[src/shared/iscc_pkg.sv]
package iscc_pkg;

  // register byte offsets on the bus
  localparam logic [7:0]  REG_CTRL       = 8'h00;
  localparam logic [7:0]  REG_STATUS     = 8'h04;
  // control register field positions and reset value
  localparam int          CTRL_RUN_BIT   = 0;
  localparam int          CTRL_MC_BIT    = 1;
  localparam logic [31:0] CTRL_RESET     = 32'h0000_0000;
  // status register field positions
  localparam int          STAT_MODE_LSB  = 0;
  localparam int          STAT_ADDR_LSB  = 7;
  localparam int          STAT_CYC_LSB   = 10;
  localparam int          STAT_EARLY_LSB = 13;
  localparam int          STAT_STAGE_LSB = 16;
  localparam int          STAT_RUN_BIT   = 19;

  // one timing chain stage per clock
  localparam int          CLOCK_NS       = 50;
  localparam int          STAGE_NS       = 50;
  localparam int          STAGE_CYCLES   = (STAGE_NS + CLOCK_NS - 1) / CLOCK_NS;
  localparam int          CHAIN_STAGES   = 8;
  // stage numbers for the labelled chain times
  localparam logic [2:0]  T000           = 3'h0;
  localparam logic [2:0]  T050           = 3'h1;
  localparam logic [2:0]  T100           = 3'h2;
  localparam logic [2:0]  T150           = 3'h3;
  localparam logic [2:0]  T250           = 3'h5;
  localparam logic [2:0]  T300           = 3'h6;
  localparam logic [2:0]  T350           = 3'h7;

  // index register storage location
  localparam logic [15:0] INDEX_LOC      = 16'h00ff;
  // pin synchroniser depth
  localparam int          SYNC_STAGES    = 3;

  // timing chain run state
  typedef enum logic [1:0] {CH_IDLE, CH_RUN, CH_WAIT} iscc_chain_e;

  // instruction decode and datapath conditions
  typedef struct packed {
    logic fn_zero;
    logic store_type;
    logic jump_instr;
    logic replace_add_one_instr;
    logic set_protect_instr;
    logic clear_protect_instr;
    logic exit_interrupt_instr;
    logic multiply_instr;
    logic divide_instr;
    logic shift_instr;
    logic end_addressing;
    logic index_cond;
    logic indirect;
    logic disp_zero;
    logic immediate_cond;
    logic multiply_step;
    logic divide_step;
    logic multiply_last;
    logic shift_last;
  } iscc_decode_s;

  // sequence mode flip-flops
  typedef struct packed {
    logic read_next_mode;
    logic address_mode;
    logic reg_transfer_mode;
    logic read_operand_mode;
    logic store_operand_mode;
    logic read_operand_delay;
    logic store_operand_delay;
  } iscc_mode_s;

  // addressing condition flip-flops
  typedef struct packed {
    logic read_index;
    logic immediate_operand_flag;
    logic disp_zero_flag;
  } iscc_addr_s;

  // one-hot cycle flip-flops
  typedef struct packed {
    logic a;
    logic b;
    logic c;
  } iscc_cycle_s;

endpackage

[src/rtl/iscc_sequence_control.sv]
`timescale 1ns/1ps
`default_nettype none

module iscc_sequence_control
  import iscc_pkg::*;
(
  input  wire logic         clock,
  input  wire logic         rst_n,
  input  wire logic         hsel,
  input  wire logic [31:0]  haddr,
  input  wire logic [1:0]   htrans,
  input  wire logic         hwrite,
  input  wire logic [2:0]   hsize,
  input  wire logic [31:0]  hwdata,
  input  wire logic         hready,
  output logic              hreadyout,
  output logic              hresp,
  output logic [31:0]       hrdata,
  input  wire iscc_decode_s dec,
  input  wire logic         protect_fault,
  input  wire logic         interrupt,
  input  wire logic         storage_resume,
  input  wire logic         sweep_pin,
  input  wire logic         enter_pin,
  output iscc_mode_s        modes,
  output iscc_addr_s        addr_flags,
  output iscc_cycle_s       cycles,
  output logic [2:0]        chain_stage,
  output logic              storage_request,
  output logic [15:0]       index_ref_addr
);

  // one stage must fit one clock
  if (STAGE_CYCLES != 1) begin : g_rate_check
    $error("clock rate must give one chain stage per clock");
  end

  // ---------------- console switch synchronisers ----------------
  logic [1:0]             sw_pin;          // sweep, enter raw
  logic [1:0]             sw_level;        // filtered levels
  assign sw_pin = {sweep_pin, enter_pin};

  // three flops per switch, change taken when last two agree
  for (genvar g = 0; g < 2; g++) begin : g_sync
    logic [SYNC_STAGES-1:0] sync;          // shift chain
    logic                   level;         // accepted level
    always_ff @(posedge clock or negedge rst_n) begin
      if (!rst_n) begin
        sync  <= '0;
        level <= 1'b0;
      end else begin
        sync  <= {sync[SYNC_STAGES-2:0], sw_pin[g]};
        level <= (sync[1] == sync[2]) ? sync[2] : level;
      end
    end
    assign sw_level[g] = level;
  end

  logic                   sweep_or_enter;  // either switch on
  assign sweep_or_enter = sw_level[1] | sw_level[0];

  // ---------------- AHB-Lite slave ----------------
  logic [31:0]            ctrl;            // control register
  logic [31:0]            next_ctrl;
  logic                   wr_pend;         // write data phase due
  logic                   next_wr_pend;
  logic [7:0]             wr_addr;         // latched write offset
  logic [7:0]             next_wr_addr;
  logic [31:0]            next_hrdata;
  logic                   mc;              // master clear pulse
  logic                   next_mc;
  logic [31:0]            status;          // live status word
  logic                   take;            // address phase accepted

  assign hreadyout = 1'b1;                 // zero wait states
  assign hresp     = 1'b0;                 // always OKAY
  assign take      = hsel & htrans[1] & hready;

  // bus decode, register write, read data capture
  always_comb begin
    next_ctrl    = ctrl;
    next_wr_pend = take & hwrite;
    next_wr_addr = take ? haddr[7:0] : wr_addr;
    next_hrdata  = hrdata;
    next_mc      = 1'b0;
    // write data phase
    if (wr_pend && wr_addr == REG_CTRL) begin
      next_ctrl          = '0;
      next_ctrl[CTRL_RUN_BIT] = hwdata[CTRL_RUN_BIT];
      next_mc            = hwdata[CTRL_MC_BIT];
    end
    // read answered from the address phase
    if (take && !hwrite) begin
      case (haddr[7:0])
        REG_CTRL:   next_hrdata = ctrl;
        REG_STATUS: next_hrdata = status;
        default:    next_hrdata = 32'h0000_0000;
      endcase
    end
  end

  // bus registers
  always_ff @(posedge clock or negedge rst_n) begin
    if (!rst_n) begin
      ctrl    <= CTRL_RESET;
      wr_pend <= 1'b0;
      wr_addr <= 8'h00;
      hrdata  <= 32'h0000_0000;
      mc      <= 1'b0;
    end else begin
      ctrl    <= next_ctrl;
      wr_pend <= next_wr_pend;
      wr_addr <= next_wr_addr;
      hrdata  <= next_hrdata;
      mc      <= next_mc;
    end
  end

  // ---------------- timing chain and cycle control ----------------
  iscc_chain_e            chain;           // run state
  iscc_chain_e            next_chain;
  logic [2:0]             next_stage;
  iscc_cycle_s            early;           // early cycle flops
  iscc_cycle_s            next_early;
  iscc_cycle_s            next_cycles;
  logic                   running;         // chain stepping
  logic                   short1;          // skip stages 3,4
  logic                   short2;          // restart after 5
  logic                   next_req;

  assign running = (chain == CH_RUN);
  assign short1  = cycles.c & (dec.shift_instr | (dec.multiply_instr & ~dec.multiply_last));
  assign short2  = cycles.c & dec.shift_instr & ~dec.shift_last;

  // chain stepping and cycle selection
  always_comb begin
    next_chain  = chain;
    next_stage  = chain_stage;
    next_early  = early;
    next_cycles = cycles;
    case (chain)
      CH_IDLE: begin
        if (ctrl[CTRL_RUN_BIT]) begin
          next_chain = CH_RUN;
        end
      end
      CH_RUN: begin
        next_stage = chain_stage + 3'h1;
        if (chain_stage == T100 && short1) begin
          next_stage = T250;
        end
        if (chain_stage == T250 && short2) begin
          next_stage = T000;
        end
        if (chain_stage == T300) begin
          next_early = '0;
          if (cycles.a) begin
            if ((modes.read_operand_mode & (dec.multiply_instr | dec.divide_instr))
                | dec.shift_instr) begin
              next_early.c = 1'b1;
            end else begin
              next_early.b = 1'b1;
            end
          end else if (cycles.c) begin
            if (dec.multiply_step | dec.divide_step) begin
              next_early.c = 1'b1;
            end else begin
              next_early.b = 1'b1;
            end
          end else begin
            next_early.a = 1'b1;
          end
        end
        if (chain_stage == T350) begin
          // B waits for resume unless immediate
          if (cycles.b && !(!modes.read_operand_mode && addr_flags.immediate_operand_flag))
          begin
            next_chain = CH_WAIT;
            next_stage = T350;
          end else if (!ctrl[CTRL_RUN_BIT]) begin
            next_chain = CH_IDLE;
            next_stage = T000;
          end
        end
        // normal flops follow early at 00
        if (next_stage == T000 && next_chain == CH_RUN) begin
          next_cycles = next_early;
        end
      end
      CH_WAIT: begin
        if (storage_resume) begin
          next_chain  = CH_RUN;
          next_stage  = T000;
          next_cycles = early;
        end
      end
      default: begin
        next_chain = CH_IDLE;
      end
    endcase
    if (mc) begin
      next_chain  = CH_IDLE;
      next_stage  = T000;
      next_early  = '{a: 1'b1, b: 1'b0, c: 1'b0};
      next_cycles = '{a: 1'b1, b: 1'b0, c: 1'b0};
    end
  end

  // request on each B entry, address mode included
  assign next_req = running & cycles.b & (chain_stage == T000)
                  & (modes.address_mode | 1'b1);

  // chain registers
  always_ff @(posedge clock or negedge rst_n) begin
    if (!rst_n) begin
      chain           <= CH_IDLE;
      chain_stage     <= T000;
      early           <= '{a: 1'b1, b: 1'b0, c: 1'b0};
      cycles          <= '{a: 1'b1, b: 1'b0, c: 1'b0};
      storage_request <= 1'b0;
    end else begin
      chain           <= next_chain;
      chain_stage     <= next_stage;
      early           <= next_early;
      cycles          <= next_cycles;
      storage_request <= next_req;
    end
  end

  // ---------------- sequence modes and addressing flags ----------------
  iscc_mode_s             next_modes;
  iscc_addr_s             next_addr;
  logic [15:0]            next_index_ref;
  logic                   a050, a300, b150, b300, v300, t350;
  logic                   prot_exit;       // protect set/clear or exit
  logic                   rni_set, reg_set;

  assign a050 = running & cycles.a & (chain_stage == T050);
  assign a300 = running & cycles.a & (chain_stage == T300);
  assign b150 = running & cycles.b & (chain_stage == T150);
  assign b300 = running & cycles.b & (chain_stage == T300);
  assign v300 = running & (chain_stage == T300);
  assign t350 = running & (chain_stage == T350);
  assign prot_exit = dec.set_protect_instr | dec.clear_protect_instr
                   | dec.exit_interrupt_instr;

  assign rni_set = modes.store_operand_delay
                 | (modes.read_operand_delay & ~dec.replace_add_one_instr)
                 | (modes.address_mode & dec.jump_instr & dec.end_addressing)
                 | (modes.reg_transfer_mode & ~(prot_exit | interrupt));
  assign reg_set = protect_fault
                 | (a050 & modes.read_next_mode & (sweep_or_enter | dec.fn_zero));

  // mode and flag next values
  always_comb begin
    next_modes     = modes;
    next_addr      = addr_flags;
    next_index_ref = index_ref_addr;
    if (b150) begin
      next_modes.read_next_mode = rni_set;
    end
    if (a050 && modes.read_next_mode && !dec.fn_zero && !protect_fault && !sweep_or_enter) begin
      next_modes.address_mode = 1'b1;
    end else if (v300 && !cycles.a && (modes.read_next_mode | modes.read_operand_mode
                                       | modes.store_operand_mode)) begin
      // leave address mode at V300; the fetch read-next
      // flop still stands in the entry A cycle, so only B/C count
      next_modes.address_mode = 1'b0;
    end
    if (reg_set) begin
      next_modes.reg_transfer_mode = 1'b1;
    end else if (b300) begin
      next_modes.reg_transfer_mode = 1'b0;
    end
    if (b150 && ((modes.address_mode & dec.end_addressing & ~dec.store_type & ~dec.jump_instr)
                 | (~interrupt & modes.reg_transfer_mode & prot_exit))) begin
      next_modes.read_operand_mode = 1'b1;
    end else if (b300 && (modes.read_next_mode | modes.store_operand_mode)) begin
      next_modes.read_operand_mode = 1'b0;
    end
    if (b150 && (((modes.address_mode | modes.reg_transfer_mode) & interrupt)
                 | (modes.address_mode & dec.end_addressing & dec.store_type)
                 | (modes.read_operand_delay & dec.replace_add_one_instr))) begin
      next_modes.store_operand_mode = 1'b1;
    end else if (b300 && modes.read_next_mode) begin
      next_modes.store_operand_mode = 1'b0;
    end
    if (t350) begin
      next_modes.read_operand_delay  = modes.read_operand_mode;
      next_modes.store_operand_delay = modes.store_operand_mode;
    end
    if (a300) begin
      next_addr.read_index = dec.index_cond & ~dec.indirect & ~interrupt
                           & (~modes.read_next_mode | ~dec.disp_zero);
      next_index_ref = next_addr.read_index ? INDEX_LOC : 16'h0000;
    end
    if (a300 && modes.address_mode && dec.immediate_cond) begin
      next_addr.immediate_operand_flag = 1'b1;
    end else if (a300 && !modes.address_mode) begin
      next_addr.immediate_operand_flag = 1'b0;
    end
    if (a050 && modes.read_next_mode) begin
      next_addr.disp_zero_flag = dec.disp_zero;
    end
    if (mc) begin
      next_modes     = '{read_next_mode: 1'b1, default: 1'b0};
      next_addr      = '0;
      next_index_ref = 16'h0000;
    end
  end

  // mode registers
  always_ff @(posedge clock or negedge rst_n) begin
    if (!rst_n) begin
      modes          <= '{read_next_mode: 1'b1, default: 1'b0};
      addr_flags     <= '0;
      index_ref_addr <= 16'h0000;
    end else begin
      modes          <= next_modes;
      addr_flags     <= next_addr;
      index_ref_addr <= next_index_ref;
    end
  end

  // status word assembly
  always_comb begin
    status = 32'h0000_0000;
    status[STAT_MODE_LSB +: 7]  = modes;
    status[STAT_ADDR_LSB +: 3]  = addr_flags;
    status[STAT_CYC_LSB +: 3]   = cycles;
    status[STAT_EARLY_LSB +: 3] = early;
    status[STAT_STAGE_LSB +: 3] = chain_stage;
    status[STAT_RUN_BIT]        = running;
  end

  // ---------------- assertions ----------------
  property p_adr_set;
    @(posedge clock) disable iff (!rst_n)
    (a050 && modes.read_next_mode && !dec.fn_zero && !protect_fault && !sweep_or_enter && !mc)
    |=> modes.address_mode;
  endproperty
  a_adr_set: assert property (p_adr_set) else $error("address mode not set");

  property p_adr_clr;
    @(posedge clock) disable iff (!rst_n)
    ($fell(modes.address_mode) && !$past(mc)) |-> ($past(chain_stage) == T300);
  endproperty
  a_adr_clr: assert property (p_adr_clr) else $error("address mode cleared off V300");

  property p_reg_clr;
    @(posedge clock) disable iff (!rst_n)
    ($fell(modes.reg_transfer_mode) && !$past(mc)) |-> ($past(b300) && !$past(reg_set));
  endproperty
  a_reg_clr: assert property (p_reg_clr) else $error("register mode cleared badly");

  property p_fault_reg;
    @(posedge clock) disable iff (!rst_n)
    (protect_fault && !mc) |=> modes.reg_transfer_mode;
  endproperty
  a_fault_reg: assert property (p_fault_reg) else $error("fault missed register mode");

  property p_sto_clr;
    @(posedge clock) disable iff (!rst_n)
    ($fell(modes.store_operand_mode) && !$past(mc)) |-> ($past(b300) && $past(modes.read_next_mode));
  endproperty
  a_sto_clr: assert property (p_sto_clr) else $error("store cleared badly");

  property p_no_overlap;
    @(posedge clock) disable iff (!rst_n)
    $rose(modes.read_operand_mode) |-> !$rose(modes.read_next_mode);
  endproperty
  a_no_overlap: assert property (p_no_overlap) else $error("read-next rose with read-op");

  property p_a_len;
    @(posedge clock) disable iff (!rst_n || mc)
    (running && cycles.a && chain_stage == T000 && ctrl[CTRL_RUN_BIT]) |-> ##7 (chain_stage == T350);
  endproperty
  a_a_len: assert property (p_a_len) else $error("A cycle not 400 ns");

  property p_normal_follows;
    @(posedge clock) disable iff (!rst_n)
    $rose(cycles.b) |-> (chain_stage == T000 && $past(early.b));
  endproperty
  a_normal_follows: assert property (p_normal_follows) else $error("B set off 00");

  property p_mc;
    @(posedge clock) disable iff (!rst_n)
    mc |=> (cycles.a && early.a && modes.read_next_mode && !modes.address_mode);
  endproperty
  a_mc: assert property (p_mc) else $error("master clear state wrong");

  property p_shift;
    @(posedge clock) disable iff (!rst_n || mc)
    (running && chain_stage == T250 && short2) |=> (chain_stage == T000 && cycles.c && early.c);
  endproperty
  a_shift: assert property (p_shift) else $error("shift restart wrong");

  property p_dz;
    @(posedge clock) disable iff (!rst_n)
    ($changed(addr_flags.disp_zero_flag) && !$past(mc)) |-> ($past(a050) && $past(modes.read_next_mode));
  endproperty
  a_dz: assert property (p_dz) else $error("zero displacement moved off A050");

endmodule

`default_nettype wire

[config.mk]
export PLATFORM = sky130hd
export DESIGN_NAME = iscc_sequence_control
export DESIGN_NICKNAME = d
export VERILOG_FILES = /design/src/shared/iscc_pkg.sv /design/src/rtl/iscc_sequence_control.sv
export SDC_FILE = /design/constraint.sdc
export NUM_CORES = 1
export LEC_CHECK = 0
export ABC_AREA = 0
export ABC_CLOCK_PERIOD_IN_PS = 4000
export BUFFER_PORTS_ARGS = -buffer_cell sky130_fd_sc_hd__buf_2
export CORE_ASPECT_RATIO = 1.2
export CORE_MARGIN = 2
export CORE_UTILIZATION = 48
export CTS_CLUSTER_SIZE = 28
export DETAILED_ROUTE_END_ITERATION = 8
export HOLD_SLACK_MARGIN = 0.08
export PLACE_DENSITY = 0.86
export SLEW_MARGIN = 20
export SYNTH_ARGS = -nofsm -noshare
export SYNTH_HDL_FRONTEND = slang
export SYNTH_SLANG_ARGS = --single-unit
[constraint.sdc]
create_clock -name clock -period 4 [get_ports clock]
set_input_delay 0.2 -clock clock [delete_from_list [all_inputs] [get_ports clock]]
set_output_delay 0.2 -clock clock [all_outputs]
set_load 0.005 [all_outputs]
# --- Word-level counts from Yosys, hierarchy flattened ---
# Index checks and enable logic that the tools add are counted.
totals:
  ff_bits: 89
  input_bits: 98
  out_inout_bits: 67
  elab_cells: 210
op_classes:
  n_addsub: 1
  eq_ne: 15
  mux: 53
  bitwise: 65
  reduce_logical: 47
ops:
  columns: ["operator", "count"]
  rows:
  - ["2-to-1 mux 3 bit", 15]
  - ["one-hot mux 20 bit (2 select lines)", 1]
  - ["AND 1 bit", 34]
  - ["2-to-1 mux 16 bit", 2]
  - ["OR 1 bit", 21]
  - ["logical AND 1 bit", 20]
  - ["2-to-1 mux 1 bit", 20]
  - ["2-to-1 mux 2 bit", 10]
  - ["nonzero test 3 bit", 6]
  - ["logical NOT 8 bit", 2]
  - ["one-hot mux 3 bit (2 select lines)", 2]
  - ["NOT 1 bit", 10]
  - ["nonzero test 2 bit", 5]
  - ["equality test 3 bit (second input constant)", 3]
  - ["equality test 8 x 3 -> 1 bit (second input constant)", 1]
  - ["logical NOT 1 bit", 8]
  - ["2-to-1 mux 8 bit", 1]
  - ["2-to-1 mux 7 bit", 1]
  - ["equality test 3 x 2 -> 1 bit (second input constant)", 2]
  - ["logical NOT 3 bit", 2]
  - ["inequality test 3 bit (second input constant)", 2]
  - ["one-hot mux 2 bit (3 select lines)", 1]
  - ["equality test 2 x 1 -> 1 bit (second input constant)", 2]
  - ["AND reduction 2 bit", 2]
  - ["other kinds (7)", 8]

# --- Logic depth before layout (Yosys ltp) ---
# Gate-level depths: netlist (run 1).
depth:
  word_depth: 16
  depth_mapped: 7
  mapped_depth_nobuf: 7

# --- Worst setup path after synthesis (run 1) ---
# Ideal clock, no wire load.
synth_timing:
  path_kind: "reg-to-reg"
  startpoint: "register chain_stage[0]"
  endpoint: "register cycles[0] (netlist bit)"
  setup_ns: 0.125
  arrival_time_ns: 1.671
  required_ns: 3.875
  slack_ns: 2.204
  stages_incl_launch_ff: 7
  path_buffers: 0
  period_less_slack_ns: 1.796
  cell_sequence: "dfrtp_1 -> inv_1 -> ha_1 -> o2111ai_1 -> a311oi_1 -> a211o_2 -> mux2_4"
synth_via:
  elab_chain_len: 12
  word_cells_on_any_way: 24
  classes_between: "1 x add/sub; 6 x eq/ne; 12 x mux; 5 x reduce/logical"
synth_lines:
  columns: ["item", "line_no", "source"]
  rows:
  - ["from (decl)", "iscc_sequence_control.sv:28", "output logic [2:0] chain_stage,"]
  - ["from (signal assigned)", "iscc_sequence_control.sv:223", "chain_stage <= next_stage;"]
  - ["branches (longest 12 deep; another with adder 3 x 1 -> 3 bit)", null, null]
  - ["to (signal assigned)", "iscc_sequence_control.sv:219", "cycles <= '{a: 1'b1, b: 1'b0, c: 1'b0};"]
  - ["to (signal assigned)", "iscc_sequence_control.sv:225", "cycles <= next_cycles;"]
  - ["to (decl)", "iscc_sequence_control.sv:27", "output iscc_cycle_s cycles,"]
# Several ways; the timed one is not identified. The select of a mux whose other input is x is not followed.
# A chain may end at the register's enable or synchronous reset.

# --- Final worst setup path (run 1) ---
layout_timing:
  startpoint: "register chain[1]"
  endpoint: "register cycles[1] (netlist bit)"
layout_via:
  elab_chain_len: 8
  word_cells_on_any_way: 14
  classes_between: "5 x eq/ne; 6 x mux; 3 x reduce/logical"
layout_lines:
  columns: ["item", "line_no", "source"]
  rows:
  - ["from (decl)", "iscc_sequence_control.sv:120", "iscc_chain_e chain;"]
  - ["from (signal assigned)", "iscc_sequence_control.sv:222", "chain <= next_chain;"]
  - ["2-to-1 mux 2 bit", "iscc_sequence_control.sv:180", "end else if (!ctrl[CTRL_RUN_BIT]) begin"]
  - ["2-to-1 mux 2 bit", "iscc_sequence_control.sv:176", "if (cycles.b && !(!modes.read_operand_mode && addr_flags.immediate_operand_flag))"]
  - ["2-to-1 mux 2 bit", "iscc_sequence_control.sv:174", "if (chain_stage == T350) begin"]
  - ["2-to-1 mux 2 bit", "iscc_sequence_control.sv:141", "case (chain)"]
  - ["equality test 2 x 1 -> 1 bit", "iscc_sequence_control.sv:186", "if (next_stage == T000 && next_chain == CH_RUN) begin"]
  - ["logical AND 1 bit", "iscc_sequence_control.sv:186", null]
  - ["inequality test 3 x 2 -> 1 bit (no line)", null, null]
  - ["AND reduction 3 bit (no line)", null, null]
# Parallel ways exist; a longest one is shown, timed or not. The select of a mux whose other input is x is not followed.

==> results of run 1 <==
## cell usage in the layout, fill, tap and decap left out, types with 4 or more instances in the layout
master | Yosys | routed
buf_2 | 1 | 84
nor3_1 | 6 | 6
mux2_2 | 10 | 10
ha_1 | 6 | 6
conb_1 | 2 | 22
nand2b_1 | 7 | 7
nand2_1 | 18 | 18
dfrtp_1 | 58 | 58
a22o_1 | 20 | 20
clkbuf_8 | 0 | 10
dlygate4sd3_1 | 0 | 4
a21oi_1 | 15 | 15
inv_1 | 11 | 11
nand3_1 | 7 | 7
nor2_1 | 20 | 20
o21ai_0 | 9 | 9
## power groups by stage
stage	sequential [W]	clock [W]	combinational, W
6_report	0.000936	0.000473	0.000647
3_5_place_dp	0.000946	0	0.000642
3_3_place_gp	0.000935	0	0.000607
4_1_cts	0.000934	0.000487	0.000647
2_1_floorplan	0.000889	0	0.000467
5_1_grt	0.000961	0.000514	0.000731
## per-stage QoR
step | power (W) | util | hold slack (ps) | setup WS (ps)
global route | 0.00221 | 0.583 | 113 | 1650
detailed placement | 0.00159 | 0.548 | 309 | 1860
CTS | 0.00207 | 0.583 | 102 | 1860
global placement | 0.00154 | 0.548 | 308 | 1930
floorplan | 0.00136 | - | -95.6 | 2200
finish | 0.00206 | 0.583 | 121 | 1850
## area by class of cell
cell class | count | area (um2) | share of cell area
Clock buffer | 12 | 145 | 0.0414
Clock inverter | 4 | 25.0 | 0.00714
Inverter | 11 | 41.3 | 0.0118
Multi-Input combinational cell | 183 | 1190 | 0.340
Sequential cell | 61 | 1530 | 0.437
Tap cell | 82 | 103 | 0.0293
Timing Repair Buffer | 89 | 468 | 0.134
## worst max-delay path, cell delays in order (launching register included)
cell and delay (ps):
dfrtp_1 430, nor2b_1 530, nand2b_1 250, a311oi_1 310, a211o_2 210, mux2_4 300
## how the worst max path moves through the flow
| stage | endpoint | slack, ps | startpoint | cells after the start |
|---|---|---|---|---|
| 2_1_floorplan | cycles[0] | 2200 | chain_stage[0] | 6 |
| 3_3_place_gp | cycles[0] | 1930 | chain[0] | 5 |
| 3_5_place_dp | cycles[0] | 1860 | chain[0] | 5 |
| 4_1_cts | cycles[1] | 1860 | chain[0] | 5 |
| 5_1_grt | cycles[1] | 1650 | chain[0] | 5 |
| 6_report | cycles[1] | 1850 | chain[1] | 5 |
## flip-flops by register name (all words and copies together) (netlist names), 3 cells and up
name / count
chain_stage: 3
wr_addr: 8
g_sync.sync: 6
hrdata: 20
cycles: 3
early: 3
modes: 7
## layer usage
metal | GRT usage | vias up | part of all wire
met5 | 0 | - | 0
li1 | - | 1078 | -
met4 | 0.115 | 0 | 0.029
met2 | 0.324 | 116 | 0.51
met1 | 0.253 | 1167 | 0.40
met3 | 0.0404 | 20 | 0.063
## cells by family (layout without fill, tap and decap cells)
family / after synthesis / count (layout) / synth area share
flip-flops: 61 / 61 / 0.518
other: 2 / 22 / 0.00254
AND/OR/NAND/NOR: 75 / 75 / 0.133
adder cells (fa/ha/maj): 8 / 8 / 0.0322
multiplexers: 15 / 15 / 0.0584
AO/OA/AOI/OAI: 63 / 63 / 0.152
buffers and inverters: 49 / 116 / 0.105
==> impl.org, run 1 <==
** Cells and area
- Filler-free cell count of the finished design :: 442
- After the last flow step, the layout net total stands at 459.
- Of the cells placed in the final design, the portion with a size suffix greater than 1 is 0.333.
- Number of filler cells placed in the layout :: 505
- The repair_antennas step left the layout with diodes totalling 0.
- Area growth from synthesis to final layout :: 18.5%
- Final cell area excluding filler cells :: 3500 um2

** Min path
- The worst hold path passes through 2 cells.
- For hold timing, the worst endpoint is wr_addr[1].
- The path class of the tightest hold or removal check is input pin to register.
- In this run the most critical hold path is launched from haddr[1].

** Power
- Leakage component of the power :: 1.80 nW
- Ratio of total power to cell area :: 587 nW/um2
- The share of total power dissipated in sequential elements is 0.455.
- Total internal power :: 0.00131 W
- IR Drop Worst-Case VDD :: 0.000252 V
- Summed over all nets, the switching power comes to 0.000750 W.
- Gate power share :: 0.315
- The share of total power dissipated in the clock network is 0.230.
- Proportion of total power due to net switching :: 0.365

** Placement
- The congestion estimate from routability-driven global placement came to 0.861.
- After detailed placement, the total cell area comes to 3290 um2.
- In this run the tool buffered the top-level ports with 84 buffer cells.
- HPWL after DPL :: 4730 um
- Placed Cells :: 422

** STA
- Derived from the worst setup path, the maximum achievable clock frequency is 466 MHz.
- Min cycle time layout :: 2150 ps
- Period utilization :: 0.537
- The final-report max-slew violation count came to 0.
- For the final routed database, the setup TNS stands at 0 ps.
- Unrepaired setup endpoints after global routing :: no
- Least-Margin Pin Slew :: 805 ps
- Tightest slew margin relative to the limit :: 0.463
- Setup violations remaining at the end of the flow were counted as 0.
- Count of endpoints failing hold in the final timing report :: 0
- Across the routed clock network, the largest skew measured is 8.95 ps.

** Critical path
- The worst register-to-register path has a depth of 5.
- Maximum fanout encountered on the critical timing path :: 9
- The endpoint identified for the worst register-to-register timing path is cycles[1].
- The worst setup path is captured at a register.
- Arrival time of data at the critical path endpoint :: 2360 ps
- In this run the register-to-register setup slack is 1850 ps.
- Worst Setup Start Kind :: register
- STA puts the critical path data required time at 4220 ps.
- The worst setup path is of the register to register kind.
- Reg-to-reg startpoint :: chain[1]

** Die
- The floorplan has 31 rows.
- Top-level port count :: 165
- Effective utilization at floorplan :: 0.492
- Chip width :: 75.6 um
- Measured along the y axis, the die boundary spans 90.0 um.
- The die covers 6800 um2.
- In this run the standard cell core region covers 6010 um2.

** Drt
- After detailed routing, the average wire length per cell comes to 14.9 um.
- DRC violation count after routing :: 0
- For this block, the via count after detailed routing is 2381.
- Routed wire length :: 6570 um
- Via-to-Cell Ratio :: 5.39
- The first detailed-routing pass ran for 4 iterations.
- The count of nets left with antenna violations once routing finished came out at 0.
- After the first detailed-routing iteration, the DRC count stood at 169.

** Clock network
- Post-CTS Hold Buffers :: 4
- TritonCTS clock tree :: yes
- Clk_lat worst skew :: 340 ps
- In this run, post-CTS repair resized a total of 0 instances.
- Clk sinks :: 61
- TritonCTS created 9 clock buffers.
- The tree is rooted in a clkbuf_8.
- After clock tree synthesis, the clock-pin slew on the worst setup and hold paths is 70 ps.
- Maximum clock insertion buffer count :: 2
- Number of H-tree branching levels :: 3
- Buffers added to address setup during post-CTS repair amount to 0.

** Synthesis
- Commonest cells in the netlist :: 58 x dfrtp_1, 31 x buf_4, 20 x a22o_1, 20 x nor2_1, 18 x nand2_1
- After synthesis, the cell types taking the most area are dfrtp_1 49%, buf_4 7.9%, a22o_1 5.9%.
- Area share of the largest cell type after synthesis :: 0.491
- Share of async-settable or async-resettable flops after synthesis :: 1.00
- In this run the mean area of a mapped cell was 10.8 um2.
- Netlist Area Pre-Place :: 2960 um2
- Library cell with the largest summed area after synthesis :: dfrtp_1
- After technology mapping, the gate count stands at 273.
- Synthesis inferred 61 register bits.
- Number of warnings printed during yosys synthesis :: 0
- In this run, synthesis inferred 0 flip-flops with an integrated enable.
- The most used flip-flop cell after synthesis is dfrtp_1.
- The number of different library cells used by synthesis comes to 45.
- Most frequent cell after synthesis :: dfrtp_1
- For this run, the register share of the synthesized area comes to 0.518.

** GRT
- For this run the aggregate overflow at the end of global routing stands at 0.
- The first global-routing pass estimated 10500 um of wire.
- Via count of the first global-routing pass :: 2199
- The number of antenna violations at the first check in global routing is 0.
- Across every metal layer, demand over resource in global routing totals 0.204.
- Maximum number of pins on one net before global-route repair :: 62

** Job
- Max_cap viols :: 0

** Status
- Run status :: completed
(Power assumes the default switching activity.)
==> run 2: changes to the inputs <==
ABC_CLOCK_PERIOD_IN_PS = 2100   (was 4000)
CORE_UTILIZATION = 44   (was 48)
PLACE_DENSITY = 0.8   (was 0.86)
clock period = 2.1 ns   (was 4 ns; I/O delays follow)
==> run 2 against run 1 <==
Critical endpoint is now cycles[0]; first-iteration DRC count up 4.1%; setup slack got worse by 1700 ps; power grew 100%; non-clock buffer count rose by 19.
==> impl.org, run 2 (same netlist as run 1, synthesis figures left out) <==
** GRT
- The met3 routing resource usage after global routing is 0.0500 (was 0.0404).
- Met1 track demand over resource in global routing :: 0.226 (was 0.253)
- The number of global-route vias before repair was 2292 (was 2199).
- Met2 global-route usage :: 0.338 (was 0.324)
- Most used routing layer in global routing :: met2 (unchanged)
- Maximum number of pins on one net before global-route repair :: 25 (was 62)
- The number of antenna violations at the first check in global routing is 0 (unchanged).
- The global routing usage summed across all routing layers came to 0.194 (was 0.204).
- Wire length of the first global-routing pass :: 10900 um (was 10500 um)
- Total grt overflow :: 0 (unchanged)

** Critical path
- The endpoint kind of the worst setup timing path is a register (unchanged).
- The type of the worst setup path is register to register (unchanged).
- The kind of start point of the critical path is a register (unchanged).
- Arrival time of data at the critical path endpoint :: 2200 ps (was 2360 ps)
- Worst path required time :: 2320 ps (was 4220 ps)
- Maximum fanout encountered on the critical timing path :: 7 (was 9)

** Cells and area
- Layout Nets :: 478 (was 459)
- Fraction of final layout cells with drive strength greater than 1 :: 0.327 (was 0.333)
- Register cell area after layout :: 1530 um2 (unchanged)
- The antenna diode count is 0 (unchanged).
- Area growth from synthesis to final layout :: 26.3% (was 18.5%)
- Leading cell types in the layout, fill and taps excluded :: 84 x buf_2, 58 x dfrtp_1, 22 x conb_1, 20 x nor2_1, 20 x a22o_1 (unchanged)
- The flip-flop count of the largest register after layout is 20 (unchanged).
- Number of filler cells placed in the layout :: 561 (was 505)
- The most common cell after layout, fill and taps aside is buf_2 (unchanged).
- The multi-input logic area is 1190 um2 (unchanged).
- The register bank with the most flops was hrdata (unchanged).
- Registers with the highest flip-flop counts: hrdata (20), wr_addr (8), modes (7) (unchanged).

** Die
- Chip width :: 78.8 um (was 75.6 um)
- The number of rows created at floorplan came to 32 (was 31).
- The die area is 7390 um2 (was 6800 um2).
- Floorplan Core Area :: 6450 um2 (was 6010 um2)
- Top-level port count :: 165 (unchanged)
- The initial cell density of the core is 0.458 (was 0.492).
- The overall die height is 93.8 um (was 90.0 um).

** Placement
- The half-perimeter wire length of the detailed placement result is 4780 um (was 4730 um).
- Count of buffers inserted at the top-level ports :: 84 (unchanged)
- The pre-CTS worst setup slack was 151 ps (was 1860 ps).
- The routability congestion estimate is 0.905 (was 0.861).

** Drt
- The via count normalized by instance count came to 5.13 (was 5.39).
- The number of nets with antenna violations after routing is 0 (unchanged).
- The number of search-and-repair iterations in the first detailed-routing pass came to 4 (unchanged).
- Wirelength per Cell :: 14.4 um (was 14.9 um)
- The violation count after the first detailed-routing iteration was 176 (was 169).
- Number of vias after detailed routing :: 2381 (unchanged)
- The DRC violations left is 0 (unchanged).
- The post-detailed-routing wire length is 6700 um (was 6570 um).

** Power
- Ratio of total power to cell area :: 1120 nW/um2 (was 587 nW/um2)
- Leakage component of the power :: 1.91 nW (was 1.80 nW)
- The largest voltage drop on the vdd net is 0.000504 V (was 0.000252 V).

** Clock network
- The later-pin clock latency in the skew report came to 340 ps (about the same).
- Root Driver :: clkbuf_8 (unchanged)
- TritonCTS clock tree :: yes (unchanged)
- Number of H-tree branching levels :: 3 (unchanged)
- Maximum clock insertion buffer count :: 2 (unchanged)
- The clock transition time at the flip-flop clock pins of the worst setup and hold paths was 60 ps (was 70 ps).
- Number of cells upsized or downsized after cts :: 0 (unchanged)
- The number of CTS-inserted buffers was 9 (unchanged).
- Clk sinks :: 61 (unchanged)
- Buffers inserted during post-CTS setup optimization :: 0 (unchanged)

** STA
- Count of endpoints failing hold in the final timing report :: 0 (unchanged)
- The highest clock frequency the design can meet came to 504 MHz (was 466 MHz).
- The final setup skew was 12.3 ps (was 8.95 ps).
- The final critical path time including I/O delays and setup was 1980 ps (was 2150 ps).
- The final critical-path share of the clock period came to 0.944 (was 0.537).
- Unrepaired setup endpoints after global routing: no (unchanged).
- Fin. max-slew vios :: 0 (unchanged)
- The worst setup slack after layout came to 118 ps (was 1850 ps).
- The number of failing setup endpoints in the final timing report came to 0 (unchanged).
- Accumulated negative setup slack :: 0 ps (unchanged)

** Status
- Run status :: completed (unchanged)

** Job
- Max_cap viols :: 0 (unchanged)

** Min path
- Class of the worst hold path :: input pin to register (unchanged)
-- run 2: changes by cell type in the layout (fill, tap and decap cells not counted) --
cell / delta
buf_4: +5
clkinv_4: +1
dlygate4sd3_1: +14
bufinv_16: +2
clkinvlp_4: -2
clkinv_2: -2
clkbuf_1: +1
-- run 2: path summary, 6_finish.rpt --
kind,start,end,slack [ps],depth (start not counted)
setup / recovery,chain_stage[0],cycles[0],120,6
hold / removal,htrans[1],wr_pend,100,3
setup reg to reg,chain_stage[0],cycles[0],120,6
hold reg to reg,g_sync[1].sync[0],g_sync[1].sync[1],350,0
max in group asynchronous,rst_n,modes[6],1100,3
min in group asynchronous,rst_n,wr_addr[7],260,2
-- run 2: routing by layer --
layer,routed length [um],part of all wire
met5,0,0
met4,122,0.018
met3,498,0.074
met2,3380,0.51
met1,2690,0.40
-- run 2: metrics by stage --
| stage | instances | util | total power (W) | cell area (um2) | hold WS [ps] |
|---|---|---|---|---|---|
| after global placement | 430 | 0.517 | 0.00296 | 3330 | 83.8 |
| final | 464 | 0.579 | 0.00417 | 3730 | 99.1 |
| after detailed placement | 430 | 0.517 | 0.00301 | 3330 | 89.8 |
| after CTS | 464 | 0.579 | 0.00419 | 3730 | 85.2 |
| after global routing | 464 | 0.579 | 0.00447 | 3730 | 109 |
| after floorplan | 293 | - | 0.00258 | 3030 | -191 |
-- run 2: power by group --
group / switching [W] / internal [W] / total (W)
clock network: 0.000442 / 0.000704 / 0.00115
registers: 0.000336 / 0.00143 / 0.00177
logic: 0.000626 / 0.000630 / 0.00126
-- run 2: layout make-up --
type,instances,area share
sequential,61,0.410
multi-input combinational,183,0.319
timing repair buffer,108,0.173
clock buffer,13,0.0399
tap,85,0.0285
clock inverter,3,0.0184
inverter,11,0.0111
-- run 2: critical path: stages, from the launching register on --
cell       delay, ps
dfrtp_1          450
inv_1            140
ha_1             210
o2111ai_1        220
a311oi_1         340
a211o_2          210
mux2_4           310
-- run 2: what timing repair did --
item | 4_1_cts | 5_1_grt
hold endpoints to repair | 37 | 0
setup endpoints to repair | 0 | 0
hold buffers | 18 | 0
==> run 3: changes to the inputs <==
BUFFER_PORTS_ARGS = unset   (was -buffer_cell sky130_fd_sc_hd__buf_2)
CORE_UTILIZATION = 50   (was 44)
DONT_BUFFER_PORTS = 1   (was unset)
PLACE_DENSITY = unset   (was 0.8)
==> run 3 against run 2 <==
Routed wire length is 0.48% higher; clock power fell by 11%; flip-flop and latch count is the same; sequential power barely moved; critical path depth unchanged; final cell count is 15% lower; register-to-register slack gained 70 ps; maximum frequency is 3.8% higher; non-clock buffer count fell by 66; sequential share of layout area increased by 3.0 points; combinational power down 6%; die area shrank 11%; critical path type unchanged; critical endpoint unchanged; highest routed layer unchanged.
==> impl.org, run 3 (same netlist as run 1, synthesis figures left out) <==
** Status
- Run status :: completed (unchanged)

** Critical path
- Arrival time of data at the critical path endpoint :: 2120 ps (was 2200 ps)
- Slowest-stage cell, CP :: dfrtp_1 (unchanged)
- The kind of start point of the critical path is a register (unchanged).
- Cell type group with the largest total delay on the critical path :: adder cells (was compound AO/OA/AOI/OAI gates)
- Maximum fanout encountered on the critical timing path :: 6 (was 7)
- Sort of element at the end of the critical path :: register (unchanged)
- WP buf/inv :: 1 (unchanged)
- The register-to-register path setup slack was 190 ps (was 120 ps).
- The longest individual stage delay on the worst path came to 450 ps (about the same).
- Most common cell on crit path :: ha_1
- The data required time at the worst endpoint was 2320 ps (about the same).
- Cell-by-cell listing of the critical path :: ha_1, ha_1, inv_1, nor2_1, a211o_2, mux2_4 (was inv_1, ha_1, o2111ai_1, a311oi_1, a211o_2, mux2_4)
- Start-to-end type of the worst setup path :: register to register (unchanged)

** Placement
- The number of input and output port buffers inserted came to 0 (was 84).
- Standard cell area after detailed placement :: 2920 um2 (was 3330 um2)
- RePlAce Congestion :: 0.818 (was 0.905)
- The number of instances in the placed design came to 342 (was 430).
- HPWL after DPL :: 4530 um (was 4780 um)
- Worst Setup Slack post-DPL :: 200 ps (was 151 ps)

** Drt
- The via count normalized by instance count was 5.36 (was 5.13).
- Detailed Routing Iterations Pass 1 :: 5 (was 4)
- The violation count after the first detailed-routing iteration came to 162 (was 176).
- Post-route ant nets :: 0 (unchanged)
- The via count was 2107 (was 2381).
- The DRC violations left was 0 (unchanged).
- Wirelength per Cell :: 17.1 um (was 14.4 um)
- The post-detailed-routing wire length was 6730 um (was 6700 um).

** GRT
- Initial antenna violation count :: 0 (unchanged)
- Via count of the first global-routing pass :: 2177 (was 2292)
- The final global-route overflow total is 0 (unchanged).
- Wire length of the first global-routing pass :: 10600 um (was 10900 um)
- The global routing usage summed across all routing layers was 0.222 (was 0.194).
- The largest net degree at the start of global routing was 62 (was 25).

** STA
- Setup clock skew after layout :: 11.2 ps (was 12.3 ps)
- Total of endpoints with negative setup slack in the final report :: 0 (unchanged)
- The minimum hold slack was 104 ps (was 99.1 ps).
- Fin. max-slew vios :: 0 (unchanged)
- Min cycle time layout :: 1910 ps (was 1980 ps)
- Accumulated negative setup slack :: 0 ps (unchanged)
- Tightest slew margin relative to the limit :: 0.655
- Unrepaired setup endpoints after global routing: no (unchanged).
- Least-Margin Pin Slew :: 515 ps
- Count of endpoints failing hold in the final timing report :: 0 (unchanged)
- The final critical-path share of the clock period was 0.909 (was 0.944).
- The worst setup slack after layout came to 191 ps (was 118 ps).
- The highest clock frequency the design can meet is 524 MHz (was 504 MHz).

** Cells and area
- The share of cells above drive strength 1 came to 0.137 (was 0.327).
- The flip-flop count of the largest register after layout came to 20 (unchanged).
- Most flops, register :: hrdata (unchanged)
- Most common cell after layout, fill and taps aside :: dfrtp_1 (was buf_2)
- The antenna diode count was 0 (unchanged).
- Leading cell types in the layout, fill and taps excluded: 58 x dfrtp_1, 34 x dlygate4sd3_1, 22 x conb_1, 20 x nor2_1, 20 x a22o_1 (was 84 x buf_2, 58 x dfrtp_1, 22 x conb_1, 20 x nor2_1, 20 x a22o_1).
- Layout Nets :: 412 (was 478)
- Register cell area after layout :: 1530 um2 (unchanged)
- Registers with the highest flip-flop counts: hrdata (20), wr_addr (8), modes (7) (unchanged).
- The number of filler instances in the final layout came to 481 (was 561).
- The number of standard cells in the final layout excluding fillers was 393 (was 464).
- The layout overhead on the synthesized area is 17.6% (was 26.3%).
- Combined area of the multi-input logic cells :: 1190 um2 (unchanged)
- Final cell area excluding filler cells :: 3480 um2 (was 3730 um2)

** Job
- The number of max-cap violations is 0 (unchanged).

** Die
- Floorplan Core Area :: 5670 um2 (was 6450 um2)
- Site row count :: 30 (was 32)
- Top-level port count :: 165 (unchanged)
- Die area :: 6540 um2 (was 7390 um2)
- The die boundary width came to 74.2 um (was 78.8 um).
- Die height :: 88.2 um (was 93.8 um)
- The initial cell density of the core was 0.521 (was 0.458).

** Power
- Portion of total power attributed to the clock network :: 0.258 (was 0.275)
- The total power divided by cell area is 1140 nW/um2 (was 1120 nW/um2).
- The switching part of the total is 0.348 (was 0.337).
- The power dissipated by switching net loads is 0.00138 W (was 0.00140 W).
- The internal power consumption was 0.00258 W (was 0.00277 W).
- Gate power share :: 0.299 (was 0.301)
- The sequential fraction of design power came to 0.444 (was 0.424).
- Leakage component of the power :: 1.61 nW (was 1.91 nW)
- The largest voltage drop on the vdd net is 0.000501 V (was 0.000504 V).

** Clock network
- The later-pin clock latency in the skew report came to 340 ps (about the same).
- The post-CTS setup buffer count was 0 (unchanged).
- Number of buffers added by the clock tree synthesis step :: 9 (unchanged)
- Root Driver :: clkbuf_8 (unchanged)
- The CTS tree is yes (unchanged).
- The number of clock sinks was 61 (unchanged).
- Number of H-tree branching levels :: 3 (unchanged)
- Clock slew at reported path FFs :: 70 ps (was 60 ps)
- The buffer depth of the longest clock path was 2 (unchanged).

** Min path
- The kind of path behind the tightest hold check is input pin to register (unchanged).
run 3: cell count changes in the layout (fill, tap and decap cells not counted):
cell | previous run | this run
bufinv_16 | 2 | 1
clkbuf_1 | 3 | 2
buf_4 | 6 | 7
clkinv_2 | 0 | 2
clkinvlp_4 | 0 | 1
clkinv_4 | 1 | 0
buf_2 | 84 | 0
buf_16 | 0 | 1
dlygate4sd3_1 | 18 | 34
run 3: per-stage QoR:
stage	util	total power [W]
3_3_place_gp	0.514	0.00282
6_report	0.613	0.00396
4_1_cts	0.613	0.00400
5_1_grt	0.613	0.00426
2_1_floorplan	-	0.00258
3_5_place_dp	0.514	0.00285
run 3: per-layer routing:
metal  global-route usage  up-vias  routed length, um
li1                     -      985                  -
met1                0.271     1022               2820
met2                0.360       87               3290
met3               0.0604       13                470
met4                0.111        0                145
met5                    0        -                  0
run 3: timing repair:
action | 4_1_cts | 5_1_grt
resized for setup | 0 | 0
hold endpoints to repair | 83 | 0
hold buffers | 35 | 0
run 3: path summary, 6_finish.rpt:
check	startpoint	depth (start not counted)	end
worst min-delay path	interrupt	4	modes[2]
worst max-delay path	chain_stage[1]	6	cycles[0]
max in group asynchronous	rst_n	2	early[2]
min in group asynchronous	rst_n	2	hrdata[8]
worst max register to register	chain_stage[1]	6	cycles[0]
worst min register to register	g_sync[0].sync[0]	0	g_sync[0].sync[1]
run 3: worst reg2reg max path, stage by stage, from the launching register on:
cell     delay (ps)
dfrtp_1         450
ha_1            230
ha_1            260
inv_1           100
nor2_1           50
a211o_2         390
mux2_4          310
run 3: cell type report:
class / count / share of cell area
Timing Repair Buffer: 42 / 0.121
Clock inverter: 4 / 0.0137
Inverter: 11 / 0.0119
Multi-Input combinational cell: 183 / 0.343
Tap cell: 80 / 0.0288
Sequential cell: 61 / 0.440
Clock buffer: 12 / 0.0418
run 3: power by group through the flow:
stage,Combinational [W],Sequential (W),Clock (W)
detailed placement,0.00107,0.00179,0
CTS,0.00119,0.00176,0.00105
floorplan,0.000890,0.00169,0
global placement,0.00104,0.00178,0
finish,0.00118,0.00176,0.00102
global route,0.00134,0.00182,0.00110
